<file path="src/design/urbs_pkg.sv">
// ====================================================================
// Receive buffer constants
package urbs_pkg;

    // ================================================================
    // Register byte offsets on the APB
    localparam logic [7:0] OFF_STATUS_A = 8'h00;
    localparam logic [7:0] OFF_CONTROL_B = 8'h04;
    localparam logic [7:0] OFF_CONTROL_C = 8'h08;
    localparam logic [7:0] OFF_DATA = 8'h0C;
    localparam logic [7:0] OFF_BAUD = 8'h10;

    // ================================================================
    // Field positions
    localparam int ST_DOUBLE = 1;
    localparam int ST_PE = 2;
    localparam int ST_DOR = 3;
    localparam int ST_FE = 4;
    localparam int ST_RXC = 7;
    localparam int CB_NINTH = 1;
    localparam int CB_SIZE2 = 2;
    localparam int CB_RX_ENABLE_BIT = 4;
    localparam int CB_IRQEN = 7;
    localparam int CC_SIZE_LO = 1;
    localparam int CC_STOP = 3;
    localparam int CC_PTYPE = 4;
    localparam int CC_PEN = 5;

    // ================================================================
    // Buffer entry: data, then frame, overrun, parity flags
    localparam int DATA_BITS = 9;
    localparam int BYTE_BITS = 8;
    localparam int CHAR_MIN = 5;
    localparam int ENT_FE = 9;
    localparam int ENT_DOR = 10;
    localparam int ENT_PE = 11;
    localparam int ENT_W = 12;

    // ================================================================
    // Size and sampling
    localparam logic [2:0] CS_NINE = 3'h7;
    localparam logic [2:0] CS_FIVE = 3'h0;
    localparam logic [2:0] CS_RESET = 3'h3;
    localparam logic [3:0] CHAR_BASE = 4'h5;
    localparam logic [3:0] NINE_BITS = 4'h9;
    localparam logic [4:0] SPB_NORMAL = 5'h10;
    localparam logic [4:0] SPB_DOUBLE = 5'h08;
    localparam logic [4:0] VOTE_NORMAL = 5'h08;
    localparam logic [4:0] VOTE_DOUBLE = 5'h04;
    localparam logic [4:0] VOTE_SPAN = 5'h02;
    localparam int BAUD_W = 12;
    localparam logic [11:0] BAUD_RESET = 12'h000;

    // ================================================================
    // Receiver states
    typedef enum logic [2:0] {RX_IDLE, RX_START, RX_DATA, RX_PARITY, RX_STOP} urbs_state_type;

endpackage : urbs_pkg

</file>
<file path="src/design/urbs_receiver.sv">
// Our own choices: the register addresses and the APB interface to the registers.
`timescale 1ns/100ps
`default_nettype none
// Summary of operation
// Nine-bit mode: read ninth bit before data
// Ninth bit and error flags stored per entry
// Receive complete reflects unread buffered data
// Receiver disable flushes buffer, clears complete
// Level interrupt while complete, enabled globally
// Handler must read data to clear
// Read status before data location
// Error flags ignore software writes
// Error flags never raise interrupts
// Frame error mirrors first stop bit
// Stop count setting does not affect framing
// Overrun when full, waiting, new start
// Overrun clears on successful transfer
// Parity checked, result stored with data
// Parity error masked when checking disabled
// Disable immediate, aborts reception, frees pin
// Software flushes by reading data repeatedly
// Clock recovery aligns, majority filters bits
// First stop bit moves frame to buffer
// Unused upper data bits read zero
// Start vote on samples eight/four onward
// Parity type zero even, one odd
module urbs_receiver
    import urbs_pkg::*;
#(
    parameter int DEPTH = 2
)
(
    // Clock and reset
    input wire logic REF_CLK,
    input wire logic RST_N,
    // APB slave
    input wire logic PSEL,
    input wire logic PENABLE,
    input wire logic PWRITE,
    input wire logic [7:0] PADDR,
    input wire logic [31:0] PWDATA,
    output logic [31:0] PRDATA,
    output logic PREADY,
    output logic PSLVERR,
    // Serial line
    input wire logic RXD,
    output logic RXD_OVERRIDE,
    // Interrupt request
    input wire logic GLOBAL_IRQ_EN,
    output logic RX_COMPLETE_IRQ
);
    localparam int CW = $clog2(DEPTH+1);

    // ================================================================
    // Configuration state
    logic rx_enable_bit;
    logic rx_complete_irq_en;
    logic double_speed_bit;
    logic parity_enable_bit;
    logic parity_type_bit;
    logic stop_bit_count_sel;
    logic [2:0] char_size_sel;
    logic [BAUD_W-1:0] baud_div;

    // Receiver state
    urbs_state_type state;
    urbs_state_type next_state;
    logic [4:0] samp_cnt;
    logic [4:0] next_cnt;
    logic [1:0] votes;
    logic [1:0] next_votes;
    logic [3:0] bit_idx;
    logic [3:0] next_bit_idx;
    logic [DATA_BITS-1:0] shift_data;
    logic [DATA_BITS-1:0] next_data;
    logic frame_pe;
    logic next_pe;
    logic frame_done;
    logic frame_fe;
    logic start_ok;
    logic pending_valid;
    logic [ENT_W-1:0] pending_entry;
    logic lost;
    logic rd_valid;

    // Sampler and buffer wires
    logic rx_level;
    logic tick;
    logic [ENT_W-1:0] head;
    logic [CW-1:0] fifo_count;
    logic fifo_empty;
    logic fifo_full;

    // ================================================================
    // APB decode
    wire logic acc_wait = PSEL && PENABLE && !PREADY;
    wire logic acc_done = PSEL && PENABLE && PREADY;
    wire logic sel_status = (PADDR == OFF_STATUS_A);
    wire logic sel_ctrl_b = (PADDR == OFF_CONTROL_B);
    wire logic sel_ctrl_c = (PADDR == OFF_CONTROL_C);
    wire logic sel_data = (PADDR == OFF_DATA);
    wire logic sel_baud = (PADDR == OFF_BAUD);
    wire logic mapped = sel_status || sel_ctrl_b || sel_ctrl_c || sel_data || sel_baud;
    wire logic wr_done = acc_done && PWRITE && !PSLVERR;
    // Pop only what the read latched
    wire logic pop = acc_done && !PWRITE && sel_data && rd_valid;

    // Head fields, zero when empty
    wire logic rx_complete_flag = !fifo_empty;
    wire logic rx_ninth_bit = rx_complete_flag && head[BYTE_BITS];
    wire logic frame_err_flag = rx_complete_flag && head[ENT_FE];
    wire logic overrun_flag = rx_complete_flag && head[ENT_DOR];
    wire logic parity_err_flag = rx_complete_flag && head[ENT_PE] && parity_enable_bit;

    // ================================================================
    // Read word assembly
    logic [31:0] status_word;
    logic [31:0] ctrl_b_word;
    logic [31:0] ctrl_c_word;
    logic [31:0] data_word;
    logic [31:0] read_word;
    always_comb
    begin
        status_word = 32'h00000000;
        ctrl_b_word = 32'h00000000;
        ctrl_c_word = 32'h00000000;
        data_word = 32'h00000000;
        status_word[ST_RXC] = rx_complete_flag;
        status_word[ST_FE] = frame_err_flag;
        status_word[ST_DOR] = overrun_flag;
        status_word[ST_PE] = parity_err_flag;
        status_word[ST_DOUBLE] = double_speed_bit;
        ctrl_b_word[CB_IRQEN] = rx_complete_irq_en;
        ctrl_b_word[CB_RX_ENABLE_BIT] = rx_enable_bit;
        ctrl_b_word[CB_SIZE2] = char_size_sel[2];
        ctrl_b_word[CB_NINTH] = rx_ninth_bit;
        ctrl_c_word[CC_PEN] = parity_enable_bit;
        ctrl_c_word[CC_PTYPE] = parity_type_bit;
        ctrl_c_word[CC_STOP] = stop_bit_count_sel;
        ctrl_c_word[CC_SIZE_LO+1:CC_SIZE_LO] = char_size_sel[1:0];
        // Short characters leave upper bits zero
        data_word[BYTE_BITS-1:0] = rx_complete_flag ? head[BYTE_BITS-1:0] : 8'h00;
    end
    assign read_word = sel_status ? status_word :
                       sel_ctrl_b ? ctrl_b_word :
                       sel_ctrl_c ? ctrl_c_word :
                       sel_data ? data_word :
                       sel_baud ? {{(32-BAUD_W){1'b0}}, baud_div} : 32'h00000000;

    // ================================================================
    // One wait state; read data latched then
    always_ff @(posedge REF_CLK)
    begin
        if (!RST_N)
        begin
            PREADY <= 1'h0;
            PSLVERR <= 1'h0;
            PRDATA <= 32'h00000000;
            rd_valid <= 1'h0;
        end
        else
        begin
            PREADY <= acc_wait;
            PSLVERR <= acc_wait && !mapped;
            if (acc_wait && !PWRITE)
                PRDATA <= read_word;
            rd_valid <= acc_wait && rx_complete_flag;
        end
    end

    // Writes; error flags have no write path
    always_ff @(posedge REF_CLK)
    begin
        if (!RST_N)
        begin
            rx_enable_bit <= 1'h0;
            rx_complete_irq_en <= 1'h0;
            double_speed_bit <= 1'h0;
            parity_enable_bit <= 1'h0;
            parity_type_bit <= 1'h0;
            stop_bit_count_sel <= 1'h0;
            char_size_sel <= CS_RESET;
            baud_div <= BAUD_RESET;
        end
        else if (wr_done)
        begin
            if (sel_status)
                double_speed_bit <= PWDATA[ST_DOUBLE];
            if (sel_ctrl_b)
            begin
                rx_complete_irq_en <= PWDATA[CB_IRQEN];
                rx_enable_bit <= PWDATA[CB_RX_ENABLE_BIT];
                char_size_sel[2] <= PWDATA[CB_SIZE2];
            end
            if (sel_ctrl_c)
            begin
                parity_enable_bit <= PWDATA[CC_PEN];
                parity_type_bit <= PWDATA[CC_PTYPE];
                stop_bit_count_sel <= PWDATA[CC_STOP];
                char_size_sel[1:0] <= PWDATA[CC_SIZE_LO+1:CC_SIZE_LO];
            end
            if (sel_baud)
                baud_div <= PWDATA[BAUD_W-1:0];
        end
    end

    // ================================================================
    // Sampling geometry for the current speed
    wire logic [4:0] spb = double_speed_bit ? SPB_DOUBLE : SPB_NORMAL;
    wire logic [4:0] vote_first = double_speed_bit ? VOTE_DOUBLE : VOTE_NORMAL;
    wire logic [4:0] vote_last = vote_first + VOTE_SPAN;
    wire logic [4:0] cur = samp_cnt + 5'h01;
    wire logic in_vote = (cur >= vote_first) && (cur <= vote_last);
    wire logic bit_decide = tick && (cur == vote_last);
    wire logic bit_end = tick && (cur == spb);
    // Three-sample majority is the low pass filter
    wire logic maj = (votes[1] && votes[0]) || (votes[1] && rx_level) ||
                     (votes[0] && rx_level);
    wire logic [3:0] nbits = (char_size_sel == CS_NINE) ? NINE_BITS :
                             {2'b00, char_size_sel[1:0]} + CHAR_BASE;

    urbs_sampler #(.DIV_W(BAUD_W)) u_sampler (
        .clk(REF_CLK),
        .rst_n(RST_N),
        .rxd_pin(RXD),
        .enable(rx_enable_bit),
        .hunt(state == RX_IDLE),
        .divisor(baud_div),
        .level(rx_level),
        .tick(tick)
    );

    // Frame FSM, counted from first low sample
    always_comb
    begin
        next_state = state;
        next_cnt = samp_cnt;
        next_votes = votes;
        next_bit_idx = bit_idx;
        next_data = shift_data;
        next_pe = frame_pe;
        frame_done = 1'b0;
        frame_fe = 1'b0;
        start_ok = 1'b0;
        if (tick)
        begin
            next_cnt = bit_end ? 5'h00 : cur;
            if (in_vote)
                next_votes = {votes[0], rx_level};
        end
        case (state)
            RX_IDLE:
            begin
                next_cnt = 5'h00;
                if (tick && !rx_level)
                begin
                    next_state = RX_START;
                    next_cnt = 5'h01;
                    next_bit_idx = 4'h0;
                    next_data = '0;
                    next_pe = 1'b0;
                end
            end
            RX_START:
            begin
                if (bit_decide && maj)
                    next_state = RX_IDLE;
                else if (bit_decide)
                    start_ok = 1'b1;
                if (bit_end)
                    next_state = RX_DATA;
            end
            RX_DATA:
            begin
                if (bit_decide)
                    next_data[bit_idx] = maj;
                if (bit_end && bit_idx == nbits - 4'h1)
                    next_state = parity_enable_bit ? RX_PARITY : RX_STOP;
                else if (bit_end)
                    next_bit_idx = bit_idx + 4'h1;
            end
            RX_PARITY:
            begin
                // Error when parity misses the chosen sense
                if (bit_decide)
                    next_pe = parity_enable_bit && ((^shift_data) ^ maj ^ parity_type_bit);
                if (bit_end)
                    next_state = RX_STOP;
            end
            RX_STOP:
            begin
                // Only the first stop bit counts
                if (bit_decide)
                begin
                    frame_done = 1'b1;
                    frame_fe = !maj;
                    next_state = RX_IDLE;
                end
            end
            default:
                next_state = RX_IDLE;
        endcase
    end

    // Disable aborts any frame at once
    always_ff @(posedge REF_CLK)
    begin
        if (!RST_N || !rx_enable_bit)
        begin
            state <= RX_IDLE;
            samp_cnt <= 5'h00;
            votes <= 2'h0;
            bit_idx <= 4'h0;
            shift_data <= '0;
            frame_pe <= 1'h0;
        end
        else
        begin
            state <= next_state;
            samp_cnt <= next_cnt;
            votes <= next_votes;
            bit_idx <= next_bit_idx;
            shift_data <= next_data;
            frame_pe <= next_pe;
        end
    end

    // ================================================================
    // Hand-off; overrun marks the waiting frame
    wire logic fifo_push = pending_valid && !fifo_full;
    wire logic load_pending = frame_done && (!pending_valid || fifo_push);
    wire logic [ENT_W-1:0] push_entry = {pending_entry[ENT_W-1:ENT_DOR+1], lost,
                                         pending_entry[ENT_DOR-1:0]};
    always_ff @(posedge REF_CLK)
    begin
        if (!RST_N || !rx_enable_bit)
        begin
            pending_valid <= 1'h0;
            pending_entry <= '0;
            lost <= 1'h0;
        end
        else
        begin
            pending_valid <= load_pending || (pending_valid && !fifo_push);
            if (load_pending)
                pending_entry <= {frame_pe, 1'b0, frame_fe, shift_data};
            // A new overrun outranks the clear
            if (start_ok && pending_valid && fifo_full)
                lost <= 1'h1;
            else if (fifo_push)
                lost <= 1'h0;
        end
    end

    urbs_rx_fifo #(.WIDTH(ENT_W), .DEPTH(DEPTH)) u_fifo (
        .clk(REF_CLK),
        .rst_n(RST_N),
        .flush(!rx_enable_bit),
        .push(fifo_push),
        .push_data(push_entry),
        .pop(pop),
        .head(head),
        .count(fifo_count),
        .empty(fifo_empty),
        .full(fifo_full)
    );

    // Level request and pin ownership
    always_ff @(posedge REF_CLK)
    begin
        if (!RST_N)
        begin
            RX_COMPLETE_IRQ <= 1'h0;
            RXD_OVERRIDE <= 1'h0;
        end
        else
        begin
            RX_COMPLETE_IRQ <= rx_complete_irq_en && GLOBAL_IRQ_EN && rx_complete_flag;
            RXD_OVERRIDE <= rx_enable_bit;
        end
    end
endmodule : urbs_receiver
`default_nettype wire

</file>
<file path="src/design/urbs_rx_fifo.sv">
`timescale 1ns/100ps
`default_nettype none
// ====================================================================
// Receive buffer of characters and flags
module urbs_rx_fifo
    import urbs_pkg::*;
#(
    parameter int WIDTH = ENT_W,
    parameter int DEPTH = 2
)
(
    // Clock and reset
    input wire logic clk,
    input wire logic rst_n,
    // Control
    input wire logic flush,
    input wire logic push,
    input wire logic [WIDTH-1:0] push_data,
    input wire logic pop,
    // State
    output logic [WIDTH-1:0] head,
    output logic [$clog2(DEPTH+1)-1:0] count,
    output logic empty,
    output logic full
);
    localparam int PW = (DEPTH > 1) ? $clog2(DEPTH) : 1;
    localparam int CW = $clog2(DEPTH+1);
    localparam logic [PW-1:0] LAST = PW'(DEPTH-1);
    localparam logic [CW-1:0] ONE = CW'(1);

    logic [WIDTH-1:0] mem [DEPTH];
    logic [PW-1:0] wr_ptr;
    logic [PW-1:0] rd_ptr;

    // Full push dropped; caller holds it back
    wire logic do_push = push && !full;
    wire logic do_pop = pop && !empty;
    assign empty = (count == '0);
    assign full = (count == CW'(DEPTH));
    assign head = mem[rd_ptr];

    // Pointers and level; flush empties at once
    always_ff @(posedge clk)
    begin
        if (!rst_n || flush)
        begin
            wr_ptr <= '0;
            rd_ptr <= '0;
            count <= '0;
        end
        else
        begin
            if (do_push)
                wr_ptr <= (wr_ptr == LAST) ? '0 : wr_ptr + PW'(1);
            if (do_pop)
                rd_ptr <= (rd_ptr == LAST) ? '0 : rd_ptr + PW'(1);
            if (do_push && !do_pop)
                count <= count + ONE;
            else if (do_pop && !do_push)
                count <= count - ONE;
        end
    end

    // No reset; count guards reads
    always_ff @(posedge clk)
    begin
        if (do_push)
            mem[wr_ptr] <= push_data;
    end

endmodule : urbs_rx_fifo
`default_nettype wire

</file>
<file path="src/design/urbs_sampler.sv">
`timescale 1ns/100ps
`default_nettype none
// ====================================================================
// Pin synchroniser, glitch filter and oversampling tick
module urbs_sampler
    import urbs_pkg::*;
#(
    parameter int DIV_W = BAUD_W
)
(
    // Clock and reset
    input wire logic clk,
    input wire logic rst_n,
    // Pin and control
    input wire logic rxd_pin,
    input wire logic enable,
    input wire logic hunt,
    input wire logic [DIV_W-1:0] divisor,
    // Recovered level and sample tick
    output logic level,
    output logic tick
);
    logic s1;
    logic s2;
    logic s3;
    logic [DIV_W-1:0] cnt;

    // Level changes only once the last two stages agree
    wire logic agree = (s2 == s3);
    // Start edge realigns the sample clock
    wire logic fall = hunt && level && agree && !s3;

    // Three-flop synchroniser
    always_ff @(posedge clk)
    begin
        if (!rst_n)
        begin
            s1 <= 1'h1;
            s2 <= 1'h1;
            s3 <= 1'h1;
            level <= 1'h1;
        end
        else
        begin
            s1 <= rxd_pin;
            s2 <= s1;
            s3 <= s2;
            if (agree)
                level <= s3;
        end
    end

    // Tick divider
    always_ff @(posedge clk)
    begin
        if (!rst_n || !enable)
        begin
            cnt <= '0;
            tick <= 1'h0;
        end
        else if (fall || cnt == divisor)
        begin
            cnt <= '0;
            tick <= 1'h1;
        end
        else
        begin
            cnt <= cnt + DIV_W'(1);
            tick <= 1'h0;
        end
    end

endmodule : urbs_sampler
`default_nettype wire

</file>
<file path="config.mk">
export PLATFORM = sky130hd
export DESIGN_NAME = urbs_receiver
export DESIGN_NICKNAME = d
export VERILOG_FILES = /design/src/design/urbs_pkg.sv /design/src/design/urbs_receiver.sv /design/src/design/urbs_rx_fifo.sv /design/src/design/urbs_sampler.sv
export SDC_FILE = /design/constraint.sdc
export NUM_CORES = 1
export LEC_CHECK = 0
export CAP_MARGIN = 5
export CORE_MARGIN = 10
export CORE_UTILIZATION = 55
export DETAILED_ROUTE_END_ITERATION = 8
export DONT_BUFFER_PORTS = 1
export PLACE_DENSITY = 0.7
export SKIP_CTS_REPAIR_TIMING = 1
export SYNTH_ARGS = -nofsm -noshare
export SYNTH_HDL_FRONTEND = slang
export SYNTH_HIERARCHICAL = 1
export SYNTH_SLANG_ARGS = --single-unit
</file>
<file path="constraint.sdc">
create_clock -name REF_CLK -period 7.25 [get_ports REF_CLK]
set_input_delay 0.725 -clock REF_CLK [delete_from_list [all_inputs] [get_ports REF_CLK]]
set_output_delay 0.725 -clock REF_CLK [all_outputs]
set_load 0.02 [all_outputs]
</file>
==> flow_summary.json <==
{
  "grt_remaining_overflow": 0,
  "yosys_most_used_dff": "dfxtp_1",
  "power_frac_comb": 0.016,
  "synth-simple-area-share": 0.216,
  "ys_seq_area_frac": 0.444,
  "crit_fanout": 12,
  "switching_power_mw": 0.318,
  "coreArea_um2": 10700,
  "cts_tree": "done",
  "place_hpwl_mm": 9.45,
  "yosys_warnings": 6,
  "outcome": "completed",
  "ant_nets": 0,
  "setup_slack_ps": 4300,
  "dp_worst_setup_slack_ps": 4120,
  "layoutNonFillerInstCount": 764,
  "path_delay_family": "simple AND/OR/NAND/NOR gates",
  "nets": 672,
  "synth_compound_area_frac": 0.106,
  "grt_max_degree": 44,
  "p_seq_frac": 0.452,
  "syn_to_final_growth_pct": 9.41,
  "routed_wl_mm": 13.3,
  "cts.sinks": 121,
  "drc": 0,
  "ir_worst_vdd_v": 0.000253,
  "synth_top_family_by_area": "simple AND/OR/NAND/NOR gates",
  "htreeDepth": 4,
  "wl_per_cell_um": 17.4,
  "setup_viol": 0,
  "die_height_um": 124,
  "synth_cells": 619,
  "worst_ep_required_time_ps": 7640,
  "criticalPathCategory": "flop to flop",
  "setup_tns_ps": 0,
  "netlist_area_um2": 5990,
  "synth_edf_count": 24,
  "post-route-min-period_ps": 2950,
  "insertion_delay_ps": 510,
  "antennaDiodeCount": 0,
  "finalHoldViolCount": 0,
  "drive_gt1_frac": 0.114,
  "netSwitchingFraction": 0.208,
  "initial_core_util": 0.558,
  "synthAdderAreaFrac": 0.0309,
  "dp_cells": 732,
  "utilization": 0.610,
  "antenna_found_initial": 0,
  "cts_buffers": 17,
  "synth-xor-area-share": 0.0680,
  "cp-start-kind": "flop",
  "cts_buffer_depth": 2,
  "drtIter0Drc": 285,
  "clock_skew_ps": 5.46,
  "slowest_delay_ps": 690,
  "clockRootBuffer": "clkbuf_8",
  "gp_congestion": 0.867,
  "muxShareOfSynthArea": 0.0793,
  "slew_viol_final": 0,
  "core.rowCount": 38,
  "power_leakage_nw": 2.37,
  "power.density_nw_per_um2": 233,
  "rsz0062_at_grt": "false",
  "crit_chain": "ha_1 > xnor2_1 > inv_1 > ha_1 > nand3_1 > nor2_1 > nand4_1 > mux2i_1 > nor2_1",
  "finalCritPeriodShare": 0.407,
  "track_usage": 0.169,
  "crit_buf_inv": 1,
  "synth-seq-cells": 121,
  "via_per_inst": 5.72,
  "fillers": 911,
  "grt_pass1_vias": 4232,
  "max_freq_mhz": 339,
  "vias": 4368,
  "max_cap_violations": 0,
  "portBuffers": 0,
  "slew_headroom": 0.354,
  "fp.dieW_um": 124,
  "first_pass_iters": 5,
  "ios": 83,
  "cp_slowest_cell": "nand4_1",
  "setup.worst_path.end_class": "flop",
  "synthArstFlopShare": 0,
  "worst_pin_slew_ps": 961,
  "synth.avg_cell_area_um2": 9.68,
  "critPathArrivalTime_ps": 3340,
  "synth_cell_type_count": 68,
  "internal_power_mw": 1.21,
  "pwr-share-clk": 0.532,
  "clk_pin_slew_ps": 60,
  "dieArea_um2": 15500,
  "min_path_type": "input pin to flop",
  "grt_pass1_wl_mm": 21.9
}
==> layout by cell type, fill, tap and decap left out, types with 24 or more instances in the layout <==
cell       n
xor2_1    24
o21ai_0   25
a21oi_1   37
nor2_1    44
nor2b_1   33
mux2i_1   34
edfxtp_1  24
nand2_1   41
dfxtp_1   97
==> final timing paths <==
kind / endpoint / slack [ps] / cells past startpoint / from
hold reg to reg: u_sampler/s2$_SDFF_PN1_ / 400 / 1 / u_sampler/s1$_SDFF_PN1_
hold / removal: u_sampler/s2$_SDFF_PN1_ / 280 / 1 / RST_N
setup / recovery: pending_entry[2]$_SDFFE_PP0P_ / 4300 / 9 / samp_cnt[0]$_SDFFE_PP0P_
setup reg to reg: pending_entry[2]$_SDFFE_PP0P_ / 4300 / 9 / samp_cnt[0]$_SDFFE_PP0P_
==> registers in the layout, summed over array words and instances, names as in the netlist, 2 cells and up, named ones only <==
signal / count
u_sampler/cnt: 12
bit_idx: 4
votes: 2
PRDATA: 12
state: 3
char_size_sel: 3
u_fifo/mem: 24
samp_cnt: 5
baud_div: 12
shift_data: 9
pending_entry: 11
u_fifo/count: 2
==> power groups by stage <==
stage          logic (mW)  clock network [mW]  registers, mW
4_1_cts            0.0235               0.826          0.690
3_5_place_dp       0.0233                   0          0.705
6_report           0.0243               0.814          0.690
5_1_grt            0.0262               0.861          0.690
2_1_floorplan      0.0330                   0          0.704
3_3_place_gp       0.0230                   0          0.705
==> synth_stat cells, types with 3 or more instances <==
cell	n	area, um2
and3_1	10	62.6
buf_4	21	158
nand2b_1	7	43.8
or4_1	3	22.5
edfxtp_1	24	721
or3_1	3	18.8
xor2_1	24	210
nand2_1	41	154
clkbuf_1	17	63.8
nor3_1	12	60.1
inv_1	16	60.1
nor3b_1	6	45.0
nor2b_1	33	206
a221oi_1	3	26.3
dfxtp_1	97	1940
o21ai_0	25	125
nor2_1	44	165
mux2_2	12	135
buf_2	6	30.0
o211ai_1	4	30.0
a22oi_1	13	97.6
and4_1	4	35.0
nand4_1	9	56.3
ha_1	14	175
nor4_1	3	18.8
mux2i_1	34	340
or3b_2	3	26.3
a21oi_1	37	185
a31oi_1	3	18.8
xnor2_1	20	175
nor4_2	3	37.5
a21o_1	3	22.5
nand3_1	17	85.1
==> metrics by stage <==
stage               hold WS (ps)  area, um2  total power, mW
finish                       284       6560             1.53
global route                 253       6560             1.58
CTS                          257       6560             1.54
detailed placement           392       5980            0.728
global placement             392       5980            0.728
floorplan                    386       6070            0.737
==> cell families (layout without fill, tap and decap cells) <==
kind of cell | after synthesis | in the layout
xor gates and xnor gates | 45 | 45
and+or+nand+nor | 225 | 225
muxes | 46 | 46
adders and majority gates | 15 | 15
other | 1 | 20
buffers and inverters | 63 | 49
DFF | 121 | 121
AOI/OAI and AO/OA | 103 | 103
==> layer usage <==
layer | share of wire | global-route usage | vias up
li1 | - | - | 2142
met1 | 0.44 | 0.210 | 2075
met2 | 0.46 | 0.267 | 135
met3 | 0.078 | 0.0617 | 16
met4 | 0.015 | 0.0514 | 0
met5 | 0 | 0 | -
==> area by class of cell <==
type / count / area [um2] / area share
multi-input combinational: 454 / 3070 / 0.469
sequential: 121 / 2660 / 0.406
clock inverter: 11 / 120 / 0.0183
inverter: 16 / 60.1 / 0.00916
tap: 140 / 175 / 0.0267
timing repair buffer: 1 / 7.51 / 0.00114
clock buffer: 21 / 460 / 0.0702
No activity file was read; power rests on OpenSTA's default activity.
